==> src/common/pte_cfg.svh <==
`ifndef PTE_CFG_SVH
`define PTE_CFG_SVH

// ----------------------------------------------------------------
// Register byte offsets
// ----------------------------------------------------------------
`define PTE_A_TEST_CTRL 8'h00
`define PTE_A_TEST_STAT 8'h04
`define PTE_A_SAT0 8'h08
`define PTE_A_MON_SRC0 8'h18
`define PTE_A_MON_VAL0 8'h20
`define PTE_A_PEAK 8'h28
`define PTE_A_PEAK_THR 8'h2C
`define PTE_A_LAST_IDX 8'h30
`define PTE_A_MAX_DESC 8'h34
`define PTE_A_DESC_SLOT 8'h38
`define PTE_A_DESC_INFO 8'h3C
`define PTE_A_DESC_VAL 8'h40
`define PTE_A_CNT_CLR 8'h44

// ----------------------------------------------------------------
// Field positions
// ----------------------------------------------------------------
`define PTE_STAT_ACTIVE 0
`define PTE_STAT_PEND 1
`define PTE_STAT_REJECT 2
`define PTE_STAT_STOP 3
`define PTE_STAT_LRST 4
`define PTE_CLR_MON_LSB 4
`define PTE_CLR_PEAK 6

// ----------------------------------------------------------------
// Codes and reset values
// ----------------------------------------------------------------
`define PTE_PHY_ID 4'h0
`define PTE_FN_STOP 8'h00
`define PTE_FN_TX_PATTERN 8'h01
`define PTE_SRC_NONE 8'h00
`define PTE_SRC_INVALID_DWORD 8'h01
`define PTE_SRC_RX_ERROR 8'h06
`define PTE_SRC_CONN_PEAK 8'h2B
`define PTE_IDX_FIRST 16'h0001
`define PTE_IDX_LAST 16'hFFFF
`define PTE_IDX_RESET 16'h0000
`define PTE_DESC_DEPTH 8
`define PTE_MON_SLOTS 2
`define PTE_SAT_COUNTERS 4

// ----------------------------------------------------------------
// Timing
// ----------------------------------------------------------------
`define PTE_CLK_MHZ 250
`define PTE_STOP_NS 40
`define PTE_STOP_CYC ((`PTE_STOP_NS * `PTE_CLK_MHZ + 999) / 1000)

`endif

==> src/common/pte_pkg.sv <==
package pte_pkg;

  typedef enum logic [4:0] {
    ST_IDLE = 5'b00001,
    ST_PEND = 5'b00010,
    ST_ACTIVE = 5'b00100,
    ST_STOP = 5'b01000,
    ST_LRST = 5'b10000
  } pte_state_t;

  typedef struct packed {
    logic [6:0] rsvd;
    logic mgmtPath;
    logic [3:0] rxPhy;
    logic [3:0] targetPhy;
    logic [3:0] rate;
    logic [3:0] pattern;
    logic [7:0] func;
  } pte_test_cmd_t;

  typedef struct packed {
    logic rxError;
    logic elasticOvf;
    logic resetProblem;
    logic lossSync;
    logic disparityErr;
    logic invalidDword;
  } pte_phy_evt_t;

  typedef struct packed {
    logic cominit;
    logic comwake;
    logic comsas;
  } pte_oob_t;

  typedef struct packed {
    logic enable;
    logic [3:0] pattern;
    logic [3:0] rate;
  } pte_tx_ctrl_t;

  typedef struct packed {
    logic [15:0] index;
    logic [7:0] source;
    logic [31:0] value;
  } pte_desc_t;

endpackage

==> src/rtl/pte_evt_counter.sv <==
`timescale 1ns/10ps
module pte_evt_counter #(
  parameter bit SATURATE = 1'b1
) (
  input wire logic clk, // clock
  input wire logic rst, // synchronous reset
  input wire logic inc, // count one event
  input wire logic clr, // clear to zero
  output logic [31:0] count // current count
);

  // A clear in the same cycle as an event keeps that event.
  always_ff @(posedge clk) begin
    if (rst) begin
      count <= 32'h0;
    end else if (clr) begin
      count <= {31'h0, inc};
    end else if (inc) begin
      if (!(SATURATE && (&count))) begin
        count <= count + 32'h1;
      end
    end
  end

endmodule

==> src/rtl/pte_desc_mem.sv <==
`timescale 1ns/10ps
module pte_desc_mem (
  input wire logic clk, // clock
  input wire logic we, // write enable
  input wire logic [2:0] waddr, // write slot
  input wire pte_pkg::pte_desc_t wdata, // descriptor to store
  input wire logic [2:0] raddr, // read slot
  output pte_pkg::pte_desc_t rdata // registered read data
);
  import pte_pkg::*;

  pte_desc_t mem [0:7];

  always_ff @(posedge clk) begin
    if (we) begin
      mem[waddr] <= wdata;
    end
  end

  always_ff @(posedge clk) begin
    rdata <= mem[raddr];
  end

endmodule

==> src/rtl/pte_top.sv <==
// Decided for this implementation: the APB slave port and the address map.
`timescale 1ns/10ps
`include "pte_cfg.svh"

// Notes on behaviour
// - In slumber only COMINIT and COMWAKE act; received traffic is ignored.
// - A test request naming the receiving phy, or another phy, is refused.
// - Diagnostic path: test starts after RESPONSE frame ACK is seen.
// - Management path: test starts after the response frame is sent.
// - During a test incoming dwords are discarded; only COMINIT is heeded.
// - Test ends on stop code 00h, on COMINIT, or on power loss.
// - After a test ends the phy performs a link reset.
// - Pattern test ignores received dwords and repeats the pattern at rate.
// - Four saturating counters: invalid, disparity, sync loss, reset problem.
// - Each saturating counter is 32 bits wide.
// - Wrapping counters and the peak detector are 32 bits wide.
// - A peak above threshold raises an expander broadcast request; here a zero threshold raises none.
// - Software chooses which events the monitor slots count.
// - Descriptor indexes are given in sequence starting at 0001h.
// - The index of the newest descriptor is readable.
// - After the highest index the index wraps to 0001h.
// - Descriptor indexes span 0001h to FFFFh.
// - When the store is full the oldest descriptor is overwritten.
// - Eight descriptors are kept; that number is readable.
// - Each event value carries its event-type code.
// - Event-type code 00h means no event and an invalid value.
// - Event-type code 01h counts invalid dwords.
module pte_top (
  input wire logic clk, // 250 MHz phy clock
  input wire logic rst, // synchronous reset, active high
  input wire logic psel, // APB select
  input wire logic penable, // APB enable
  input wire logic pwrite, // APB direction
  input wire logic [7:0] paddr, // APB byte address
  input wire logic [31:0] pwdata, // APB write data
  output logic [31:0] prdata, // APB read data
  output logic pready, // APB ready
  output logic pslverr, // APB error for unmapped address
  input wire pte_pkg::pte_phy_evt_t phyEvt, // event strobes
  input wire pte_pkg::pte_oob_t oob, // detected OOB signals
  input wire logic slumber, // phy in slumber power condition
  input wire logic respAck, // ACK seen for diagnostic RESPONSE
  input wire logic respTxDone, // management response sent
  input wire logic [31:0] connTime, // finished connection time
  input wire logic connTimeValid, // connTime strobe
  input wire logic linkResetDone, // link reset sequence finished
  output logic rxDiscard, // drop all received dwords
  output logic comwakeAccept, // COMWAKE may be acted on
  output logic comsasAccept, // COMSAS may be acted on
  output pte_pkg::pte_tx_ctrl_t txCtrl, // pattern transmit control
  output logic linkResetReq, // request a link reset sequence
  output logic broadcastReq, // expander broadcast pulse
  output logic testActive // test function running
);
  import pte_pkg::*;

  // ----------------------------------------------------------------
  // APB slave
  // ----------------------------------------------------------------
  logic setup;
  logic addrOk;
  logic wrEn;
  logic [31:0] rdMux;

  assign setup = psel & ~penable;
  assign wrEn = psel & penable & pready & pwrite & ~pslverr;

  // One wait-free answer: pready rises in the access cycle.
  always_ff @(posedge clk) begin
    if (rst) begin
      pready <= 1'b0;
      pslverr <= 1'b0;
      prdata <= 32'h0;
    end else begin
      pready <= setup;
      pslverr <= setup & ~addrOk;
      if (setup && !pwrite) begin
        prdata <= addrOk ? rdMux : 32'h0;
      end
    end
  end

  // ----------------------------------------------------------------
  // Test function control
  // ----------------------------------------------------------------
  pte_state_t state_reg;
  pte_test_cmd_t cmd_reg;
  pte_test_cmd_t cmdIn;
  logic reject_reg;
  logic [7:0] stopCnt_reg;
  logic cmdWr;
  logic cmdOk;
  logic isStop;

  assign cmdIn = pte_test_cmd_t'(pwdata);
  assign cmdWr = wrEn && (paddr == `PTE_A_TEST_CTRL);
  assign cmdOk = (cmdIn.targetPhy == `PTE_PHY_ID) &&
                 (cmdIn.targetPhy != cmdIn.rxPhy);
  assign isStop = (cmdIn.func == `PTE_FN_STOP);

  always_ff @(posedge clk) begin
    if (rst) begin
      reject_reg <= 1'b0;
      cmd_reg <= '0;
    end else if (cmdWr) begin
      reject_reg <= ~cmdOk;
      if (cmdOk && (!isStop) && (state_reg == ST_IDLE)) begin
        cmd_reg <= cmdIn;
      end
    end
  end

  // Power loss is the reset itself, so it ends any test as well.
  always_ff @(posedge clk) begin
    if (rst) begin
      state_reg <= ST_IDLE;
      stopCnt_reg <= 8'h0;
    end else begin
      unique case (state_reg)
        ST_IDLE: begin
          if (cmdWr && cmdOk && !isStop) begin
            state_reg <= ST_PEND;
          end
        end
        ST_PEND: begin
          if ((cmdWr && cmdOk && isStop) || oob.cominit) begin
            state_reg <= ST_IDLE;
          end else if (cmd_reg.mgmtPath ? respTxDone : respAck) begin
            state_reg <= ST_ACTIVE;
          end
        end
        ST_ACTIVE: begin
          if ((cmdWr && cmdOk && isStop) || oob.cominit) begin
            state_reg <= ST_STOP;
            stopCnt_reg <= 8'(`PTE_STOP_CYC - 1);
          end
        end
        ST_STOP: begin
          if (stopCnt_reg == 8'h0) begin
            state_reg <= ST_LRST;
          end else begin
            stopCnt_reg <= stopCnt_reg - 8'h1;
          end
        end
        ST_LRST: begin
          if (linkResetDone) begin
            state_reg <= ST_IDLE;
          end
        end
      endcase
    end
  end

  // ----------------------------------------------------------------
  // Link-facing outputs
  // ----------------------------------------------------------------
  logic inTest;

  assign inTest = (state_reg == ST_ACTIVE) || (state_reg == ST_STOP);

  // These follow the state by one cycle, so the first dword after the
  // test starts may still be passed to the link layer.
  always_ff @(posedge clk) begin
    if (rst) begin
      rxDiscard <= 1'b0;
      comwakeAccept <= 1'b1;
      comsasAccept <= 1'b1;
      testActive <= 1'b0;
      linkResetReq <= 1'b0;
      txCtrl <= '0;
    end else begin
      rxDiscard <= inTest | slumber;
      comwakeAccept <= ~inTest;
      comsasAccept <= ~inTest & ~slumber;
      testActive <= (state_reg == ST_ACTIVE);
      linkResetReq <= (state_reg == ST_LRST);
      txCtrl.enable <= (state_reg == ST_ACTIVE) &&
                       (cmd_reg.func == `PTE_FN_TX_PATTERN);
      txCtrl.pattern <= cmd_reg.pattern;
      txCtrl.rate <= cmd_reg.rate;
    end
  end

  // ----------------------------------------------------------------
  // Event counters
  // ----------------------------------------------------------------
  logic [5:0] evtVec;
  logic [7:0] clrBits;
  logic [31:0] satCnt [0:`PTE_SAT_COUNTERS-1];
  logic [31:0] monCnt [0:`PTE_MON_SLOTS-1];
  logic [7:0] monSrc_reg [0:`PTE_MON_SLOTS-1];

  // Events seen while dwords are being discarded are not counted.
  assign evtVec = rxDiscard ? 6'h0 : phyEvt;
  assign clrBits = (wrEn && (paddr == `PTE_A_CNT_CLR)) ? pwdata[7:0] : 8'h0;

  function automatic logic evtSel(input logic [7:0] code,
                                  input logic [5:0] ev);
    evtSel = 1'b0;
    if ((code >= `PTE_SRC_INVALID_DWORD) && (code <= `PTE_SRC_RX_ERROR)) begin
      evtSel = ev[3'(code - `PTE_SRC_INVALID_DWORD)];
    end
  endfunction

  genvar gi;
  generate
    for (gi = 0; gi < `PTE_SAT_COUNTERS; gi++) begin : gSat
      pte_evt_counter #(.SATURATE(1'b1)) uSat (
        .clk(clk),
        .rst(rst),
        .inc(evtVec[gi]),
        .clr(clrBits[gi]),
        .count(satCnt[gi])
      );
    end
    for (gi = 0; gi < `PTE_MON_SLOTS; gi++) begin : gMon
      always_ff @(posedge clk) begin
        if (rst) begin
          monSrc_reg[gi] <= `PTE_SRC_NONE;
        end else if (wrEn && (paddr == `PTE_A_MON_SRC0 + 8'(4 * gi))) begin
          monSrc_reg[gi] <= pwdata[7:0];
        end
      end
      pte_evt_counter #(.SATURATE(1'b0)) uMon (
        .clk(clk),
        .rst(rst),
        .inc(evtSel(monSrc_reg[gi], evtVec)),
        .clr(clrBits[`PTE_CLR_MON_LSB + gi]),
        .count(monCnt[gi])
      );
    end
  endgenerate

  // ----------------------------------------------------------------
  // Peak detector and descriptor list
  // ----------------------------------------------------------------
  logic [31:0] peak_reg;
  logic [31:0] peakThr_reg;
  logic peakHit;
  logic [15:0] lastIdx_reg;
  logic [2:0] wrSlot_reg;
  logic [3:0] stored_reg;
  logic [2:0] descSlot_reg;
  pte_desc_t descWr;
  pte_desc_t descRd;
  logic [15:0] nextIdx;

  // A zero threshold disables the broadcast.
  assign peakHit = connTimeValid && (connTime > peak_reg) &&
                   (peakThr_reg != 32'h0) && (connTime > peakThr_reg);
  assign nextIdx = (lastIdx_reg == `PTE_IDX_LAST || lastIdx_reg ==
                    `PTE_IDX_RESET) ? `PTE_IDX_FIRST
                                    : lastIdx_reg + 16'h1;
  assign descWr = '{index: nextIdx, source: `PTE_SRC_CONN_PEAK,
                    value: connTime};

  always_ff @(posedge clk) begin
    if (rst) begin
      peak_reg <= 32'h0;
    end else if (clrBits[`PTE_CLR_PEAK]) begin
      peak_reg <= connTimeValid ? connTime : 32'h0;
    end else if (connTimeValid && (connTime > peak_reg)) begin
      peak_reg <= connTime;
    end
  end

  always_ff @(posedge clk) begin
    if (rst) begin
      broadcastReq <= 1'b0;
    end else begin
      broadcastReq <= peakHit;
    end
  end

  always_ff @(posedge clk) begin
    if (rst) begin
      lastIdx_reg <= `PTE_IDX_RESET;
      wrSlot_reg <= 3'h0;
      stored_reg <= 4'h0;
    end else if (peakHit) begin
      lastIdx_reg <= nextIdx;
      wrSlot_reg <= wrSlot_reg + 3'h1;
      if (stored_reg != 4'(`PTE_DESC_DEPTH)) begin
        stored_reg <= stored_reg + 4'h1;
      end
    end
  end

  always_ff @(posedge clk) begin
    if (rst) begin
      peakThr_reg <= 32'h0;
      descSlot_reg <= 3'h0;
    end else if (wrEn) begin
      if (paddr == `PTE_A_PEAK_THR) begin
        peakThr_reg <= pwdata;
      end
      if (paddr == `PTE_A_DESC_SLOT) begin
        descSlot_reg <= pwdata[2:0];
      end
    end
  end

  pte_desc_mem uMem (
    .clk(clk),
    .we(peakHit),
    .waddr(wrSlot_reg),
    .wdata(descWr),
    .raddr(descSlot_reg),
    .rdata(descRd)
  );

  // ----------------------------------------------------------------
  // Read decode
  // ----------------------------------------------------------------
  logic slotValid;

  assign slotValid = ({1'b0, descSlot_reg} < stored_reg);

  always_comb begin
    addrOk = 1'b1;
    rdMux = 32'h0;
    unique case (paddr)
      `PTE_A_TEST_CTRL: rdMux = cmd_reg;
      `PTE_A_TEST_STAT: begin
        rdMux[`PTE_STAT_ACTIVE] = (state_reg == ST_ACTIVE);
        rdMux[`PTE_STAT_PEND] = (state_reg == ST_PEND);
        rdMux[`PTE_STAT_REJECT] = reject_reg;
        rdMux[`PTE_STAT_STOP] = (state_reg == ST_STOP);
        rdMux[`PTE_STAT_LRST] = (state_reg == ST_LRST);
      end
      `PTE_A_SAT0: rdMux = satCnt[0];
      `PTE_A_SAT0 + 8'h4: rdMux = satCnt[1];
      `PTE_A_SAT0 + 8'h8: rdMux = satCnt[2];
      `PTE_A_SAT0 + 8'hC: rdMux = satCnt[3];
      `PTE_A_MON_SRC0: rdMux = {24'h0, monSrc_reg[0]};
      `PTE_A_MON_SRC0 + 8'h4: rdMux = {24'h0, monSrc_reg[1]};
      // Code 00h reports no event, so its value reads as zero.
      `PTE_A_MON_VAL0: begin
        rdMux = (monSrc_reg[0] == `PTE_SRC_NONE) ? 32'h0 : monCnt[0];
      end
      `PTE_A_MON_VAL0 + 8'h4: begin
        rdMux = (monSrc_reg[1] == `PTE_SRC_NONE) ? 32'h0 : monCnt[1];
      end
      `PTE_A_PEAK: rdMux = peak_reg;
      `PTE_A_PEAK_THR: rdMux = peakThr_reg;
      `PTE_A_LAST_IDX: rdMux = {16'h0, lastIdx_reg};
      `PTE_A_MAX_DESC: rdMux = 32'(`PTE_DESC_DEPTH);
      `PTE_A_DESC_SLOT: rdMux = {29'h0, descSlot_reg};
      `PTE_A_DESC_INFO: begin
        rdMux = slotValid ? {descRd.index, 8'h0, descRd.source} : 32'h0;
      end
      `PTE_A_DESC_VAL: rdMux = slotValid ? descRd.value : 32'h0;
      `PTE_A_CNT_CLR: rdMux = 32'h0;
      default: addrOk = 1'b0;
    endcase
  end

endmodule

==> config.mk <==
export PLATFORM = sky130hd
export DESIGN_NAME = pte_top
export DESIGN_NICKNAME = d
export VERILOG_FILES = /design/src/common/pte_pkg.sv /design/src/rtl/pte_evt_counter.sv /design/src/rtl/pte_desc_mem.sv /design/src/rtl/pte_top.sv
export VERILOG_INCLUDE_DIRS = /design/src /design/src/common
export SDC_FILE = /design/constraint.sdc
export NUM_CORES = 1
export LEC_CHECK = 0
export BUFFER_PORTS_ARGS = -buffer_cell sky130_fd_sc_hd__clkbuf_2
export CORE_MARGIN = 10
export CORE_UTILIZATION = 45
export CTS_CLUSTER_SIZE = 20
export DETAILED_ROUTE_END_ITERATION = 7
export PLACE_DENSITY = 0.57
export SLEW_MARGIN = 10
export SYNTH_ARGS = -nofsm -noshare
export SYNTH_HDL_FRONTEND = slang
export SYNTH_SLANG_ARGS = --single-unit
export TNS_END_PERCENT = 1
==> constraint.sdc <==
create_clock -name clk -period 19.65 [get_ports clk]
set_input_delay 3.93 -clock clk [delete_from_list [all_inputs] [get_ports clk]]
set_output_delay 3.93 -clock clk [all_outputs]
set_load 0.02 [all_outputs]
==> results.py <==
metrics = {
    "drt": {
        "dr.pass1.iters": 6,
        "drcViolationCount": 0,
        "vias_per_cell": 5.98,
        "ant_nets": 0,
        "num_vias": 26400,
        "wire_per_inst_microns": 25.5,
        "drtIter0Drc": 2481,
        "wl_microns": 112000,
    },
    "clocking": {
        "clock-root-buffer": "clkbuf_16",
        "cts_buffers": 88,
        "cts_buffer_depth": 3,
        "insertion_delay_ps": 660,
        "htreeDepth": 3,
        "post_cts_resized": 0,
        "clkSinkCount": 825,
        "hold_buffers": 0,
        "cts_setup_buffers": 0,
        "tritoncts": "yes",
        "clk_pin_slew_ps": 60,
    },
    "final_layout": {
        "largest_reg_flops": 384,
        "largest_registers": "uMem.mem: 384 flops, gSat.uSat.count: 128 flops, gMon.uMon.count: 64 flops",
        "synthToLayoutAreaGrowth_pct": 12.7,
        "drive_gt1_frac": 0.156,
        "fin_nets": 3458,
        "multiInputGateArea_sq_mm": 0.0148,
        "top_register": "uMem.mem",
        "fin_cells": 4417,
        "seqCellArea_sq_mm": 0.0205,
        "fillers": 7022,
    },
    "synth": {
        "synth_cells": 3169,
        "ys_seq_area_frac": 0.562,
        "synth_top_area_share": 0.329,
        "synth_area_sq_mm": 0.0365,
        "synth.area.top_cells": "edfxtp_1 33%, dfxtp_1 23%, mux4_2 6.0%",
        "synth_edf_count": 400,
        "synth_largest_area_cell": "edfxtp_1",
        "ys_warn_count": 0,
        "synth-main-ff-cell": "dfxtp_1",
        "synthDistinctLibCells": 87,
        "syn_area_per_cell_sq_um": 11.5,
        "syn-num-nets": 3345,
        "synth_seq_cells": 825,
        "synthArstFlopShare": 0,
    },
    "global_routing": {
        "grt_pass1_wl_microns": 167000,
        "antenna_found_initial": 2,
        "grt_pass1_vias": 25400,
        "grt_usage": 0.234,
        "grt-ovfl-total": 0,
        "grt_max_degree": 75,
    },
    "power_and_ir_drop": {
        "ir_worst_vdd_uv": 74.3,
        "finalPower_mw": 3.62,
        "cellLeakagePower_nw": 13.7,
        "power_density_mw_per_mm2": 88.0,
    },
    "die": {
        "die_w_microns": 305,
        "start_util": 0.454,
        "die_h_microns": 305,
        "fp.dieArea_sq_mm": 0.0929,
        "ios": 140,
        "rows": 104,
        "design.core.area_sq_mm": 0.0804,
    },
    "placed_design": {
        "placedCellCount": 4252,
        "gp_congestion": 0.895,
        "port_buffers": 137,
        "dp_hpwl_microns": 79500,
    },
    "timing": {
        "setup_tns_ps": 0,
        "fin_crit_sh": 0.400,
        "drv_slew": 0,
        "tightest_slew_ps": 1140,
        "setup_viol": 0,
        "fin_crit_ps": 7850,
        "rsz0062_at_grt": "false",
        "max_freq_ghz": 0.127,
        "finClkSkew_ps": 24.3,
        "hold_violations": 0,
        "relSlewSlack": 0.229,
    },
    "worst_setup_path": {
        "slowest_stage": "nor2_4",
        "worstPathArrival_ps": 8140,
        "path_cells": "clkbuf_2 > ha_1 > nand4_1 > nor4_1 > nand3_1 > a31oi_1 > o21a_1 > nand3_1 > nor2_4 > buf_4",
        "cp-end-kind": "flip-flop",
        "critPathBufInv": 2,
        "crit_cells": 10,
        "critPathKind": "in -> reg",
        "reg2reg_depth": 10,
        "critPathLaunchType": "primary input",
        "path_delay_family": "simple AND/OR/NAND/NOR gates",
        "cp_common_cell": "nand3_1",
        "path_max_fanout": 27,
        "cpPeakStageDelay_ps": 740,
        "required_ps": 19930,
    },
    "min_path": {
        "hold_depth": 2,
        "min_path_type": "reg -> reg",
    },
    "run": {
        "maxCapViolCount": 0,
    },
    "outcome": {
        "status": "complete, no violations",
    },
}
==> cell type report <==
cell class	instances	share of cell area
antenna	1	0.0000608
tap	1060	0.0322
clock inverter	31	0.00870
sequential	825	0.499
clock buffer	133	0.0613
multi-input combinational	2044	0.361
inverter	139	0.0127
timing repair buffer	184	0.0253
==> where the power goes <==
group	switching [mW]	internal, mW	leakage, nW
Combinational	0.0926	0.0469	5.05
Clock	0.707	0.949	1.41
Sequential	0.0160	1.81	7.20
Total	0.816	2.80	13.7
==> tightest hold or removal path, stage by stage, from the launching register on <==
cell and delay, ps:
dfxtp_1 310, nand2_1 50, a21oi_1 50
==> placed cells by master (no fill, tap or decap), types with 16 or more instances in the layout <==
cell / instances
and4_1: 21
or3_1: 35
a221oi_1: 31
nand2_1: 227
buf_4: 48
nor2b_1: 18
a21oi_1: 156
nor4_1: 41
a22oi_1: 107
a22o_1: 20
xor2_1: 59
edfxtp_1: 400
ha_1: 85
nor2_1: 306
inv_1: 139
nor3_1: 68
xnor2_1: 111
dfxtp_1: 422
clkbuf_1: 31
nand3_1: 108
and2_1: 38
mux4_2: 97
and3_1: 20
clkbuf_16: 89
o21ai_0: 91
mux2i_1: 72
or4_1: 21
o221a_2: 16
mux2_2: 50
clkbuf_2: 136
nand4_1: 67
==> per-layer routing <==
| metal | vias up | GRT usage | wire length [microns] |
|---|---|---|---|
| li1 | 12000 | - | - |
| met1 | 13300 | 0.327 | 50600 |
| met2 | 877 | 0.369 | 51500 |
| met3 | 190 | 0.0362 | 6620 |
| met4 | 6 | 0.0762 | 3600 |
| met5 | - | 0.00739 | 118 |
==> path summary, 6_finish.rpt <==
path	start	slack (ps)	to
max	connTime[31]	11800	uMem.mem[6][20]
min	prdata[14]	450	prdata[14]
max reg2reg	peak_reg[27]	14840	uMem.mem[6][20]
min reg2reg	prdata[14]	450	prdata[14]
==> through the flow <==
stage                     instance area [sq um]  hold WS (ps)   util  setup WS [ps]
after detailed placement                  38300           449  0.476          11130
after global routing                      41100           472  0.512          11560
after floorplan                           36500           430      -           9190
final                                     41100           454  0.512          11800
after CTS                                 41100           456  0.512          11830
after global placement                    38300           443  0.476          11290
==> cells in the mapped netlist (all sizes together), types with 16 or more instances <==
library cell / n
xnor2: 111
inv: 139
a21oi: 157
or3: 35
nand4: 67
o221a: 16
a221oi: 31
clkbuf: 109
nor2b: 18
and4: 22
or4: 24
edfxtp: 400
a22oi: 107
buf: 52
xor2: 59
mux2i: 72
nand3: 108
o21ai: 96
nor4: 46
and2: 43
and3: 20
mux4: 97
dfxtp: 425
mux2: 50
nor2: 313
a22o: 20
nand2: 228
nor3: 72
ha: 85
==> cell families (layout without fill, tap and decap cells) <==
logic type	count (synthesis)	after routing	share of synthesized area
compound gates	529	529	0.0976
fa+ha+maj	85	85	0.0291
buf+inv	300	487	0.0334
other cells	0	1	0
mux	219	219	0.0950
flops	825	825	0.562
simple gates	1041	1041	0.142
xor+xnor	170	170	0.0408
Note: power is estimated with default switching activity, not from simulation.
